$ cat config.mk
export PLATFORM = sky130hd
export DESIGN_NAME = rtp_trace_port
export DESIGN_NICKNAME = d
export VERILOG_FILES = /design/src/hdl/rtp_pkg.sv /design/src/hdl/rtp_capture_fifo.sv /design/src/hdl/rtp_trace_port.sv
export SDC_FILE = /design/constraint.sdc
export NUM_CORES = 1
export LEC_CHECK = 0
export BUFFER_PORTS_ARGS = -buffer_cell sky130_fd_sc_hd__buf_2
export CORE_MARGIN = 4
export CORE_UTILIZATION = 37
export DETAILED_ROUTE_END_ITERATION = 7
export HOLD_SLACK_MARGIN = 0.08
export SYNTH_ARGS = -nofsm -noshare
export SYNTH_HDL_FRONTEND = slang
export SYNTH_SLANG_ARGS = --single-unit
$ cat constraint.sdc
create_clock -name ref_clk -period 6.1 [get_ports ref_clk]
set_input_delay 0.915 -clock ref_clk [delete_from_list [all_inputs] [get_ports ref_clk]]
set_output_delay 0.915 -clock ref_clk [all_outputs]
set_load 0.02 [all_outputs]
$ cat src/hdl/rtp_pkg.sv
package rtp_pkg;

   // processor cycle runs at ref_clk / PROC_DIV; status and data nibbles move once per processor cycle, the sampling clock twice
   localparam int          PROC_DIV       = 2;
   localparam int          DIV_W          = 1;
   localparam logic [DIV_W-1:0] DIV_LAST  = 1'h1;
   localparam logic [DIV_W-1:0] DIV_HALF  = 1'h1;

   // processor status codes
   localparam logic [3:0] ST_CONTINUE   = 4'h0;
   localparam logic [3:0] ST_BEGIN      = 4'h1;
   localparam logic [3:0] ST_RSVD_A     = 4'h2;
   localparam logic [3:0] ST_USER_ENTRY = 4'h3;
   localparam logic [3:0] ST_PULSE_WDD  = 4'h4;
   localparam logic [3:0] ST_TAKEN_BR   = 4'h5;
   localparam logic [3:0] ST_RSVD_B     = 4'h6;
   localparam logic [3:0] ST_RTE        = 4'h7;
   localparam logic [3:0] ST_MARK_BASE  = 4'h8;
   localparam logic [3:0] ST_EXCEPTION  = 4'hC;
   localparam logic [3:0] ST_EMU_ENTRY  = 4'hD;
   localparam logic [3:0] ST_STOPPED    = 4'hE;
   localparam logic [3:0] ST_HALTED     = 4'hF;

   // reset values of the trace outputs
   localparam logic [3:0] RST_STATUS    = 4'h0;
   localparam logic [3:0] RST_DEBUG_DATA_NIBBLE     = 4'h0;

   localparam int          FIFO_DEPTH     = 2;
   localparam int          DATA_W         = 32;

   typedef enum logic [2:0] {
      RTP_K_NORMAL = 3'h0,
      RTP_K_BRANCH = 3'h1,
      RTP_K_RTE    = 3'h2,
      RTP_K_PULSE  = 3'h3,
      RTP_K_WRITE_DEBUG_DATA_INSTRUCTION = 3'h4
   } rtp_kind_t;

   // one instruction start offered by the core; sizes are byte count minus one
   typedef struct packed {
      logic              begin_ins;
      rtp_kind_t         kind;
      logic              variant;
      logic              user_entry;
      logic [31:0]       target;
      logic [31:0]       operand;
      logic [1:0]        op_size_m1;
   } rtp_core_evt_t;

   typedef struct packed {
      logic              exc;
      logic              emu_exc;
      logic              stopped;
      logic              halted;
   } rtp_core_state_t;

   typedef struct packed {
      logic              trace_quiet_bit;
      logic              tgt_disp_en;
      logic [1:0]        tgt_bytes_m1;
      logic [3:0]        bkpt_status;
   } rtp_cfg_t;

   typedef struct packed {
      logic [31:0]       data;
      logic [1:0]        nbytes_m1;
   } rtp_entry_t;

   typedef struct packed {
      logic [3:0]        processor_status_nibble;
      logic [3:0]        debug_data_nibble;
      logic              trace_sample_clock;
   } rtp_trace_t;

endpackage : rtp_pkg

$ cat src/hdl/rtp_capture_fifo.sv
`timescale 1ns/1ns
module rtp_capture_fifo
   import rtp_pkg::*;
(
   input  wire logic             ref_clk,
   input  wire logic             srst,
   input  wire logic             push,
   input  rtp_pkg::rtp_entry_t   push_data,
   input  wire logic             pop,
   output rtp_pkg::rtp_entry_t   head,
   output logic                  head_valid,
   output logic                  full
);
   rtp_entry_t mem_ff [FIFO_DEPTH];
   rtp_entry_t nxt_mem [FIFO_DEPTH];
   logic       wr_ff, nxt_wr;
   logic       rd_ff, nxt_rd;
   logic [1:0] cnt_ff, nxt_cnt;
   logic       do_push, do_pop;

   // push while full is refused; the caller stalls the core instead
   always_comb begin
      do_pop  = pop && (cnt_ff != 2'h0);
      do_push = push && (cnt_ff != 2'h2);
      nxt_mem = mem_ff;
      nxt_wr  = wr_ff;
      nxt_rd  = rd_ff;
      nxt_cnt = cnt_ff;
      if (do_push) begin
         nxt_mem[wr_ff] = push_data;
         nxt_wr         = ~wr_ff;
      end
      if (do_pop) begin
         nxt_rd = ~rd_ff;
      end
      nxt_cnt = cnt_ff + {1'h0, do_push} - {1'h0, do_pop};
   end

   always_ff @(posedge ref_clk) begin
      if (srst) begin
         wr_ff  <= 1'h0;
         rd_ff  <= 1'h0;
         cnt_ff <= 2'h0;
         for (int i = 0; i < FIFO_DEPTH; i++) begin
            mem_ff[i] <= '0;
         end
      end else begin
         wr_ff  <= nxt_wr;
         rd_ff  <= nxt_rd;
         cnt_ff <= nxt_cnt;
         mem_ff <= nxt_mem;
      end
   end

   assign head       = mem_ff[rd_ff];
   assign head_valid = (cnt_ff != 2'h0);
   assign full       = (cnt_ff == 2'h2);

endmodule : rtp_capture_fifo

$ cat src/hdl/rtp_trace_port.sv
`timescale 1ns/1ns
// Overview of operation
// - drive a delayed processor-rate sampling clock; the far side samples on its rise.
// - quiet bit freezes sampling clock, status and data nibbles.
// - two 4-bit nibbles, status and data, both move with the processor cycle.
// - later cycles of multi-cycle instructions show continue code 0000.
// - first cycle of ordinary instructions shows begin code 0001.
// - user-mode entry code 0011 follows the instruction that caused it.
// - trigger-pulse and write-data instructions show code 0100.
// - write-data instruction: code, byte-count marker, then operand of its own size.
// - taken branch shows code 0101.
// - capture targets only for variant jumps and returns from exception.
// - shown targets are 2, 3 or 4 bytes, marker 1001 to 1011.
// - data leaves least significant nibble first.
// - marker 1000..1011 precedes its 1..4 bytes by one cycle.
// - return from exception shows code 0111.
// - exception processing holds code 1100 until done.
// - emulator-entry exception processing holds code 1101 until done.
// - stopped state holds code 1110 until it is left.
// - halted state holds code 1111 until restart or reset.
// - captures wait in a two-entry 32-bit first-in first-out store.
// - core stalls on continue code while store is full and capture pending, and while user-mode code 0011 waits.
// - idle data nibble shows breakpoint status; both nibbles update each cycle.
module rtp_trace_port
   import rtp_pkg::*;
(
   input  wire logic                ref_clk,
   input  wire logic                srst,
   input  rtp_pkg::rtp_core_evt_t   core_evt,
   input  rtp_pkg::rtp_core_state_t core_state,
   input  rtp_pkg::rtp_cfg_t        cfg,
   output logic                     proc_en,
   output logic                     core_stall,
   output rtp_pkg::rtp_trace_t      trace
);
   import rtp_pkg::*;

   // a begin code that leads to a capture
   function automatic logic needs_capture(input rtp_core_evt_t e, input rtp_cfg_t c);
      logic hit;
      hit = 1'h0;
      if (e.begin_ins) begin
         unique case (e.kind)
            RTP_K_WRITE_DEBUG_DATA_INSTRUCTION: hit = 1'h1;
            RTP_K_BRANCH: hit = e.variant && c.tgt_disp_en;
            RTP_K_RTE:    hit = c.tgt_disp_en;
            default:      hit = 1'h0;
         endcase
      end
      return hit;
   endfunction : needs_capture

   function automatic logic [3:0] begin_code(input rtp_kind_t k);
      logic [3:0] code;
      code = ST_BEGIN;
      unique case (k)
         RTP_K_NORMAL: code = ST_BEGIN;
         RTP_K_BRANCH: code = ST_TAKEN_BR;
         RTP_K_RTE:    code = ST_RTE;
         RTP_K_PULSE:  code = ST_PULSE_WDD;
         RTP_K_WRITE_DEBUG_DATA_INSTRUCTION: code = ST_PULSE_WDD;
         default:      code = ST_BEGIN;
      endcase
      return code;
   endfunction : begin_code

   // processor-cycle divider
   logic [DIV_W-1:0] div_ff, nxt_div;
   logic             clk_hi_ff, nxt_clk_hi;

   always_comb begin
      nxt_div    = (div_ff == DIV_LAST) ? '0 : div_ff + 1'h1;
      // low on the edge that moves the nibbles, high one ref_clk later, so the rise sees settled data
      nxt_clk_hi = (nxt_div < DIV_HALF);
   end

   always_ff @(posedge ref_clk) begin
      if (srst) begin
         div_ff    <= '0;
         clk_hi_ff <= 1'h0;
      end else begin
         div_ff    <= nxt_div;
         clk_hi_ff <= nxt_clk_hi;
      end
   end

   assign proc_en = (div_ff == DIV_LAST);

   // capture store
   rtp_entry_t push_data, head;
   logic       push, pop, head_valid, fifo_full;
   logic       cap_req, accepted, multi, marker;

   rtp_capture_fifo u_fifo (
      .ref_clk    (ref_clk),
      .srst       (srst),
      .push       (push),
      .push_data  (push_data),
      .pop        (pop),
      .head       (head),
      .head_valid (head_valid),
      .full       (fifo_full)
   );

   // nibble shifter and pending user-mode entry
   logic [31:0] sh_ff, nxt_sh;
   logic [3:0]  left_ff, nxt_left;
   logic        user_pend_ff, nxt_user_pend;
   logic [3:0]  status_now, debug_data_nibble_now;
   rtp_trace_t  out_ff, nxt_out;

   // stall only for a full store or to slot the user-mode code; otherwise the core runs free
   always_comb begin
      cap_req    = needs_capture(core_evt, cfg);
      core_stall = (cap_req && fifo_full) || user_pend_ff;
      accepted   = proc_en && core_evt.begin_ins && !core_stall;
      multi      = core_state.halted || core_state.stopped
                   || core_state.emu_exc || core_state.exc;
      // a marker may only go when the shifter frees by the next cycle, so data stays back to back
      marker     = proc_en && head_valid && ((left_ff == 4'h0) || (left_ff == 4'h1))
                   && !multi && !user_pend_ff && !accepted;
      push       = accepted && cap_req;
      pop        = marker;
      push_data.data      = (core_evt.kind == RTP_K_WRITE_DEBUG_DATA_INSTRUCTION) ? core_evt.operand
                                                             : core_evt.target;
      push_data.nbytes_m1 = (core_evt.kind == RTP_K_WRITE_DEBUG_DATA_INSTRUCTION) ? core_evt.op_size_m1
                          : ((cfg.tgt_bytes_m1 == 2'h0) ? 2'h1 : cfg.tgt_bytes_m1);
   end

   always_comb begin
      nxt_sh        = sh_ff;
      nxt_left      = left_ff;
      nxt_user_pend = user_pend_ff;
      status_now    = ST_CONTINUE;
      debug_data_nibble_now     = cfg.bkpt_status;
      if (proc_en) begin
         if (left_ff != 4'h0) begin
            debug_data_nibble_now = sh_ff[3:0];
            nxt_sh    = {4'h0, sh_ff[31:4]};
            nxt_left  = left_ff - 4'h1;
         end
         if (marker) begin
            nxt_sh   = head.data;
            nxt_left = {1'h0, head.nbytes_m1, 1'h0} + 4'h2;
         end
         if (accepted && core_evt.user_entry) begin
            nxt_user_pend = 1'h1;
         end else if (user_pend_ff && !multi) begin
            nxt_user_pend = 1'h0;
         end
         if (core_state.halted) begin
            status_now = ST_HALTED;
         end else if (core_state.stopped) begin
            status_now = ST_STOPPED;
         end else if (core_state.emu_exc) begin
            status_now = ST_EMU_ENTRY;
         end else if (core_state.exc) begin
            status_now = ST_EXCEPTION;
         end else if (user_pend_ff) begin
            status_now = ST_USER_ENTRY;
         end else if (marker) begin
            status_now = ST_MARK_BASE | {2'h0, head.nbytes_m1};
         end else if (accepted) begin
            status_now = begin_code(core_evt.kind);
         end
      end
   end

   // the output stage freezes while quiet, so the far side sees a still port
   always_comb begin
      nxt_out = out_ff;
      if (!cfg.trace_quiet_bit) begin
         nxt_out.trace_sample_clock = clk_hi_ff;
         if (proc_en) begin
            nxt_out.processor_status_nibble = status_now;
            nxt_out.debug_data_nibble       = debug_data_nibble_now;
         end
      end
   end

   always_ff @(posedge ref_clk) begin
      if (srst) begin
         sh_ff        <= '0;
         left_ff      <= 4'h0;
         user_pend_ff <= 1'h0;
         out_ff       <= '{processor_status_nibble: RST_STATUS,
                           debug_data_nibble:       RST_DEBUG_DATA_NIBBLE,
                           trace_sample_clock:      1'h0};
      end else begin
         sh_ff        <= nxt_sh;
         left_ff      <= nxt_left;
         user_pend_ff <= nxt_user_pend;
         out_ff       <= nxt_out;
      end
   end

   assign trace = out_ff;
endmodule : rtp_trace_port

### After elaboration in Yosys (flattened, before gate mapping)

Cells that the tools add are included.

| storage, ports and cells | value |
|---|---|
| register bits after elaboration | 120 |
| word-level logic and storage cells | 97 |
| memories | 0 |
| memory bits (writable) | 0 |
| memory bits (read-only) | 0 |
| latch bits | 0 |

| cells by class | value |
|---|---|
| shift operators | 0 |
| reductions and logical operators | 34 |
| eq/ne operators | 7 |
| add/sub/neg operators | 5 |
| order comparisons | 4 |
| div/mod/pow operators | 0 |
| bitwise operators | 5 |
| multiplexer cells | 27 |
| multiply operators | 0 |

Operator list:

| cell | number |
|---|---|
| 34-bit 2-to-1 mux | 4 |
| 32-bit 2-to-1 mux | 3 |
| 68-bit bitwise mux | 1 |
| 4-bit 2-to-1 mux | 9 |
| 34-bit demux with 1-bit select | 1 |
| 1-bit logical AND | 15 |
| 3-bit case mux with 3 select lines | 1 |
| 3-bit by 2-bit equality test with 1-bit output, second input constant | 2 |
| 2-bit AND reduction | 3 |
| 2-bit nonzero test | 3 |
| 1-bit logical OR | 5 |
| 3-bit by 2-bit adder with 4-bit output, second input constant | 1 |
| 4-bit by 1-bit equality test with 1-bit output, second input constant | 1 |
| 2-bit greater-or-equal comparator, second input constant | 2 |
| 1-bit logical NOT | 4 |
| 4-bit logical NOT | 1 |
| 1-bit 2-to-1 mux | 4 |
| 2-bit 2-to-1 mux | 2 |
| 1-bit NOT with 2-bit output | 2 |
| 4-bit nonzero test | 1 |
| 4-bit by 1-bit subtractor with 4-bit output, second input constant | 1 |
| 3-bit by 1-bit equality test with 1-bit output, second input constant | 1 |
| 3-bit equality test, second input constant | 1 |
| 3-bit 2-to-1 mux | 1 |
| 11 further kinds | 13 |

### Longest topological paths before layout

Gate-level depths: netlist of the first run.

| depth | value |
|---|---|
| depth in word-level cells | 15 |
| mapped depth | 13 |

### Cells and area by module

Synthesis of the first run repeated with hierarchy kept, for this count alone.

| second synthesis, totals | value |
|---|---|
| cell total of the unflattened synthesis | 726 |
| area, all modules | 6,665.1 um^2 |

By module, submodules not included:

| module | cells each | area an instance (um^2) | seq. area each (um^2) | instances |
|---|---|---|---|---|
| rtp_capture_fifo | 360 | 3,450.8 | 1,441.4 | 1 |
| rtp_trace_port | 366 | 3,214.3 | 960.9 | 1 |

### Worst setup path after synthesis of the first run

Ideal clock, no wire load.

| timing | value |
|---|---|
| path kind | input port to flip-flop |
| start | input port core_evt[70] (netlist name) |
| end | register u_fifo.cnt_ff[1] |
| arrival time | 2,830 ps |
| required time | 5,972 ps |
| setup time | 128 ps |
| stages | 12 |
| slack | 3,142 ps |
| path through | and4bb_1 a211oi_2 o21ai_1 nand2_1 inv_2 buf_2 ha_1 inv_1 ha_1 xor2_1 xnor2_1 nor2_1 |

| between the ends | value |
|---|---|
| cells in the longest elaborated chain, start to end | 11 |

Ends and longest elaborated chain:

| element | line | text |
|---|---|---|
| start: declaration | rtp_trace_port.sv:29 | `input rtp_pkg::rtp_core_evt_t core_evt,` |
| 3-bit by 2-bit equality test with 1-bit output, or another cell as far along | rtp_trace_port.sv:43 | `unique case (e.kind)` |
| 1-bit case mux with 3 select lines (*) | rtp_trace_port.sv:43 |  |
| 1-bit 2-to-1 mux (*) | rtp_trace_port.sv:42 | `if (e.begin_ins) begin` |
| 1-bit logical AND (*) | rtp_trace_port.sv:115 | `core_stall = (cap_req && fifo_full) \|\| user_pend_ff;` |
| 1-bit logical OR (*) | rtp_trace_port.sv:115 |  |
| 1-bit logical NOT (*) | rtp_trace_port.sv:116 | `accepted = proc_en && core_evt.begin_ins && !core_stall;` |
| 1-bit logical AND (*) | rtp_trace_port.sv:116 |  |
| 1-bit logical NOT (*) | rtp_trace_port.sv:121 | `&& !multi && !user_pend_ff && !accepted;` |
| 1-bit logical AND (*) | rtp_trace_port.sv:121 |  |
| 1-bit logical AND (*) | rtp_capture_fifo.sv:23 | `do_pop = pop && (cnt_ff != 2'h0);` |
| via u_fifo.do_pop | rtp_capture_fifo.sv:19 | `logic do_push, do_pop;` |
| 2-bit by 1-bit subtractor with 2-bit output (*) | rtp_capture_fifo.sv:36 | `nxt_cnt = cnt_ff + {1'h0, do_push} - {1'h0, do_pop};` |
| end signal: assignment | rtp_capture_fifo.sv:50 | `cnt_ff <= nxt_cnt;` |
| end: declaration | rtp_capture_fifo.sv:18 | `logic [1:0] cnt_ff, nxt_cnt;` |

Mark *: on every way through the listed nets, which the timed path passes. The rest lies on a longest branch.
A chain may end at the register's enable or synchronous reset.

### Worst setup path after layout of the first run

| timing | value |
|---|---|
| start | input port core_evt[68] (netlist name) |
| end | register u_fifo.cnt_ff[1] |

| between the ends | value |
|---|---|
| cells in the longest elaborated chain, start to end | 11 |

Ends and longest elaborated chain:

| element | line |
|---|---|
| 3-bit by 2-bit equality test with 1-bit output, or another cell as far along | rtp_trace_port.sv:43 |
| 1-bit case mux with 3 select lines (*) | rtp_trace_port.sv:43 |
| 1-bit 2-to-1 mux (*) | rtp_trace_port.sv:42 |
| 1-bit logical AND | rtp_trace_port.sv:115 |
| 1-bit logical OR | rtp_trace_port.sv:115 |
| 1-bit logical NOT | rtp_trace_port.sv:116 |
| 1-bit logical AND | rtp_trace_port.sv:116 |
| 1-bit logical AND or 1-bit logical NOT (tied branches) | rtp_trace_port.sv:122, rtp_trace_port.sv:121 |
| 1-bit logical AND, on equally long branches | rtp_capture_fifo.sv:24, rtp_trace_port.sv:121 |
| 2-bit by 1-bit adder with 2-bit output or 1-bit logical AND (tied branches) | rtp_capture_fifo.sv:36, rtp_capture_fifo.sv:23 |
| 2-bit by 1-bit subtractor with 2-bit output (*) | rtp_capture_fifo.sv:36 |

Every way passes the cells marked *; elsewhere a longest branch is shown, timed or not.

==> metrics.cfg, run 1 <==
[outcome]
status=finished, final reports clean

[global_routing]
overflow=0
groute.usage.overall=0.1550
antenna_found_initial=0
grt_max_degree=90
grt_pass1_vias=4412
grt_pass1_wl_um=21240

[clocking]
numCtsBuffers=17
ctsHtreeMaxLevel=4
cts_max_path_buffers=2
clk-insertion-delay-late_ns=0.41
cts_sinks=120
tritoncts=done
clk_pin_slew_worst_paths_ns=0.05
cts-root-buf=clkbuf_16
cts-resized-gates=0
hold_buffers=0
post_cts_buffers=0

[drt]
routed_wl_um=12650
wl_per_cell_um=14.47
vias_per_cell=5.272
drcViolationCount=0
dr.pass1.iters=4
vias=4608
drt_iter0_drc=283
ant_nets=0

[synthesis]
yosys.area.top_type=dfxtp_1
synth_ff_type=dfxtp_1
synth_edf_count=0
syn_nets=701
synth_cell_types=48
yosysWarnings=0
syn_avg_cell_area_um2=9.034
synth_top_area_share=0.4367
yosysSeqAreaShare=0.4367
ys_async_sr_fraction=0
synthTopCellsByArea=dfxtp_1 (44%), mux2i_1 (12%), a211oi_1 (10%)
syn_inst=609
synth-seq-cells=120
synthTopCellsByCount=dfxtp_1 (120), nor2_1 (120), a211oi_1 (74), mux2i_1 (68), clkbuf_1 (36)
syn-cell-area_um2=5502

[sta]
maxSlewViolCount=0
final-hold-violation-count=0
post-route-min-period_ns=3.752
clock_skew_ns=0.005213
worst_slew_pin_slew_ns=1.140
setup_violations=0
fin_setup_tns_ns=0
setup_ws_ns=2.348
slew-limit-headroom=0.2399
period_share=0.6151
rsz0062_at_grt=false
fmax_mhz=266.5

[layout]
n_antenna_cell=0
nets=770
drive_above_1_share=0.2058
multi_input_area_um2=2884
final_core_util=0.4553
fill_cells=1413
regArea_um2=2404
syn_to_final_growth_pct=20.29

[power]
worst_ir_drop_vdd_uv=218.8
power_density_nw_per_um2=297.1
power.leakage_uw=0.002399

[critical_path]
cp.required_ns=6.36
cpPeakStageDelay_ns=0.52
crit_family=buffers and inverters
crit_path_end_kind=flop
crit_slowest_cell=buf_4
crit_chain=buf_2, nor3b_4, buf_4, a211oi_2, o21ai_2, buf_4, nand2_1, inv_2, ha_1, inv_1, ha_1, xor2_1, xnor2_1, nor2_1
cp_data_arrival_time_ns=4.01
crit_type=input port to flop
worst-path-buf-inv=5
start_kind=input port
worst-path-max-fanout=38

[floorplanning]
core_area_um2=14530
dieArea_um2=16880
rows=44
start_util=0.3785
die_h_um=129.9
ios=97
die_w_um=129.9

[placed_design]
dp_hpwl_um=8246
port_buffers=96
dpl_worst_slack_ns=1.892
gp_congestion=0.8348

[run]
maxCapViolations=0

[hold_path]
holdCritPathClass=flop to flop

[final timing paths]
| check | start | end | slack (ns) | cells past startpoint |
|---|---|---|---|---|
| hold reg to reg | clk_hi_ff | trace[0] | 0.47 | 2 |
| setup reg to reg | proc_en | u_fifo.cnt_ff[1] | 2.85 | 11 |
| setup / recovery | core_evt[68] | u_fifo.cnt_ff[1] | 2.35 | 14 |
| hold / removal | clk_hi_ff | trace[0] | 0.47 | 2 |
[metal layers]
metal	share of wire	GRT usage
met5	0	0
met4	0.017	0.06663
met1	0.49	0.2082
met3	0.045	0.03316
met2	0.45	0.2414
[cell usage in the layout (no fill, tap or decap), types with 2 or more instances in the layout]
master	instances
nand3_1	2
buf_4	7
clkbuf_1	7
and4bb_1	2
a211oi_1	74
clkbuf_16	17
nor2b_1	2
inv_1	11
xnor2_1	3
ha_1	6
buf_2	96
a221o_1	29
o311a_1	2
and2_1	2
a21oi_1	33
mux2_2	6
xor2_1	2
mux2i_1	68
a22o_1	4
dfxtp_1	119
o21ai_0	2
nand2_1	32
nor3_1	4
clkbuf_8	4
nand2b_1	4
nor2_1	120
o211ai_1	2
clkinv_2	3
[per-stage QoR]
stage                     total power [uW]  instances  hold slack [ns]  cell area [um2]
final                                 1966        874           0.4685             6618
after global routing                  2054        874           0.4962             6618
after CTS                             1985        874           0.4687             6618
after detailed placement              1105        843           0.4569             6096
after global placement                1094        843           0.4480             6096
after floorplan                       1018        609           0.4365             5502
[cell type report]
class                           instances  area share
Inverter                               12    0.006807
Tap cell                              184     0.03479
Clock inverter                          3    0.002269
Clock buffer                           28     0.07657
Multi-Input combinational cell        424      0.4358
Sequential cell                       120      0.3632
Timing Repair Buffer                  103     0.08054
[kinds of logic (layout without fill, tap and decap cells)]
family | after synthesis | after routing | synth area share
and+or+nand+nor | 180 | 180 | 0.1403
AOI/OAI and AO/OA | 159 | 159 | 0.2179
DFF | 120 | 120 | 0.4367
muxes | 74 | 74 | 0.1360
buffers and inverters | 65 | 146 | 0.04753
adders and majority gates | 6 | 6 | 0.01365
xor gates and xnor gates | 5 | 5 | 0.007961
[registers in the layout (all words and copies together) (netlist names)]
signal / cells
sh_ff: 32
clk_hi_ff: 1
u_fifo.wr_ff: 1
u_fifo.cnt_ff: 2
trace: 9
u_fifo.rd_ff: 1
u_fifo.mem_ff: 68
left_ff: 4
user_pend_ff: 1
proc_en: 1
[worst reg2reg max path: stages, from the launching register on]
cell     delay (ns)
dfxtp_1        0.61
nand3_1        0.30
nor4_4         0.30
buf_4          0.37
nand2_1        0.15
inv_2          0.46
ha_1           0.34
inv_1          0.06
ha_1           0.14
xor2_1         0.18
xnor2_1        0.14
nor2_1         0.05
[report_power, final]
part,internal (uW),total (uW),leakage [uW],switching [uW]
combinational,101,271,0.00117,170
sequential,805,820,0.000970,15.4
clock,557,876,0.000258,319
total,1460,1970,0.00240,504
Power figures use the tool's default switching activity.
==> run 2: changes to the inputs <==
- clock period: 6.1 -> 3.3 ns (I/O delays scaled with it)
==> run 2 against run 1 <==
Net effect: register-to-register slack worse by 2.2 ns; first-iteration DRC count decreased by 16%; hold slack lost 0.11 ns; critical path type is now flop to flop; highest routed layer unchanged.
==> metrics.cfg, run 2 (synthesized netlist as in run 1, its figures left out) <==
[outcome]
status=finished, final reports clean

[global_routing]
groute.usage.overall=0.1563  ; +0.001291
antenna_found_initial=0  ; unchanged
grt_pass1_vias=4608  ; +4.4%
grt_pass1_wl_um=21490  ; +1.2%
grt_max_degree=68  ; -24%
overflow=0  ; unchanged

[hold_path]
hold_start=core_evt[66]
hold_path_depth=3  ; +1
hold-path-endpoint=user_pend_ff
holdCritPathClass=input port to flop

[placed_design]
dp_hpwl_um=8494  ; +3.0%
port_buffers=96  ; unchanged
place_area_um2=6126  ; +0.49%
gp_congestion=0.8522  ; +2.1%
dpl.cell_count=847  ; +0.47%

[critical_path]
crit_type=flop to flop
rr_endpoint=sh_ff[3]
ff2ff_path_depth=6  ; -5
cp_data_arrival_time_ns=3.02  ; -0.99 ns
worst-path-max-fanout=21  ; -45%
start_kind=flop
crit_path_end_kind=flop
r2r_slack_ns=0.63  ; -2.22 ns
cp.required_ns=3.65  ; -2.71 ns
r2r_start=left_ff[1]

[floorplanning]
die_w_um=129.9  ; unchanged
ios=97  ; unchanged
dieArea_um2=16880  ; unchanged
start_util=0.3785  ; unchanged
die_h_um=129.9  ; unchanged
rows=44  ; unchanged
core_area_um2=14530  ; unchanged

[clocking]
cts_sinks=120  ; unchanged
clk_pin_slew_worst_paths_ns=0.05  ; about the same
cts-root-buf=clkbuf_16
post_cts_buffers=0  ; unchanged
cts-resized-gates=0  ; unchanged
hold_buffers=0  ; unchanged
ctsHtreeMaxLevel=4  ; unchanged
tritoncts=done
cts_max_path_buffers=2  ; unchanged
numCtsBuffers=17  ; unchanged
clk-insertion-delay-late_ns=0.40  ; about the same

[drt]
vias=4649  ; +0.89%
drcViolationCount=0  ; unchanged
drt_iter0_drc=239  ; -16%
dr.pass1.iters=5  ; +1
ant_nets=0  ; unchanged
wl_per_cell_um=14.64  ; +1.1%
routed_wl_um=12870  ; +1.7%
vias_per_cell=5.289  ; +0.32%

[power]
worst_ir_drop_vdd_uv=407.7  ; +86%
total_power_uw=4092  ; +110%
power.leakage_uw=0.002495  ; +4.0%
power_density_nw_per_um2=601.7  ; +100%

[layout]
fin_cells=879  ; +0.57%
fin_area_um2=6802  ; +2.8%
nets=774  ; +0.52%
drive_above_1_share=0.2187  ; +0.01291
top_register=u_fifo.mem_ff
n_antenna_cell=0  ; unchanged
final_common_cell=nor2_1
syn_to_final_growth_pct=23.63
fill_cells=1402  ; -0.78%
largest_register_ffs=68  ; unchanged
final_cell_mix=nor2_1 (120), dfxtp_1 (119), buf_2 (96)

[sta]
rsz0062_at_grt=false
fmax_mhz=374.4
clock_skew_ns=0.004218  ; -0.0009956 ns
slew-limit-headroom=0.3252  ; +0.08526
maxSlewViolCount=0  ; unchanged
fin_setup_tns_ns=0  ; unchanged
setup_violations=0  ; unchanged
worst_slew_pin_slew_ns=1.012  ; -0.1279 ns
post-route-min-period_ns=2.671
final-hold-violation-count=0  ; unchanged
period_share=0.8094

[run]
maxCapViolations=0  ; unchanged

[run 2: cell count changes in the layout (fill, tap and decap cells not counted)]
cell / change
clkbuf_8: +2
clkinv_2: -1
clkbuf_1: -5
bufinv_16: +5
buf_4: +4
[run 2: worst max-delay path, cell delays in order (launching register included)]
cell      delay (ns)
dfxtp_1         0.34
inv_1           0.11
ha_1            0.18
or3b_1          0.60
o311ai_4        0.88
buf_4           0.33
a221o_1         0.17
[run 2: where the power goes]
part           internal (uW)  switching (uW)  total [uW]
registers               1490            29.2        1520
clock network           1460             615        2070
logic                    190             312         502
[run 2: worst max-delay path by stage]
stage | to | startpoint | slack, ns
after floorplan | u_fifo.cnt_ff[1] | core_evt[70] | 0.76
after global placement | u_fifo.cnt_ff[1] | core_evt[69] | 0.73
after detailed placement | u_fifo.cnt_ff[1] | core_evt[69] | 0.60
after CTS | sh_ff[7] | left_ff[0] | 0.65
after global routing | sh_ff[20] | left_ff[1] | 0.42
final | sh_ff[3] | left_ff[1] | 0.63
[run 2: layout make-up]
class / count / area [um2] / area share
Timing Repair Buffer: 107 / 563.0 / 0.08278
Multi-Input combinational cell: 424 / 2884 / 0.4240
Clock inverter: 7 / 160.2 / 0.02355
Sequential cell: 120 / 2404 / 0.3534
Inverter: 12 / 45.04 / 0.006623
Clock buffer: 25 / 515.5 / 0.07579
Tap cell: 184 / 230.2 / 0.03385
[run 2: layer usage]
layer,global-route usage,part of all wire
met5,0,0
met1,0.2000,0.48
met2,0.2563,0.46
met4,0.06235,0.015
met3,0.03520,0.045
[run 2: through the flow]
stage | hold slack (ns) | worst slack [ns] | utilization
global route | 0.3958 | 0.4223 | 0.4680
global placement | 0.4588 | 0.7314 | 0.4215
CTS | 0.3486 | 0.6463 | 0.4680
floorplan | 0.4365 | 0.7619 | -
finish | 0.3605 | 0.6290 | 0.4680
detailed placement | 0.4628 | 0.5991 | 0.4215
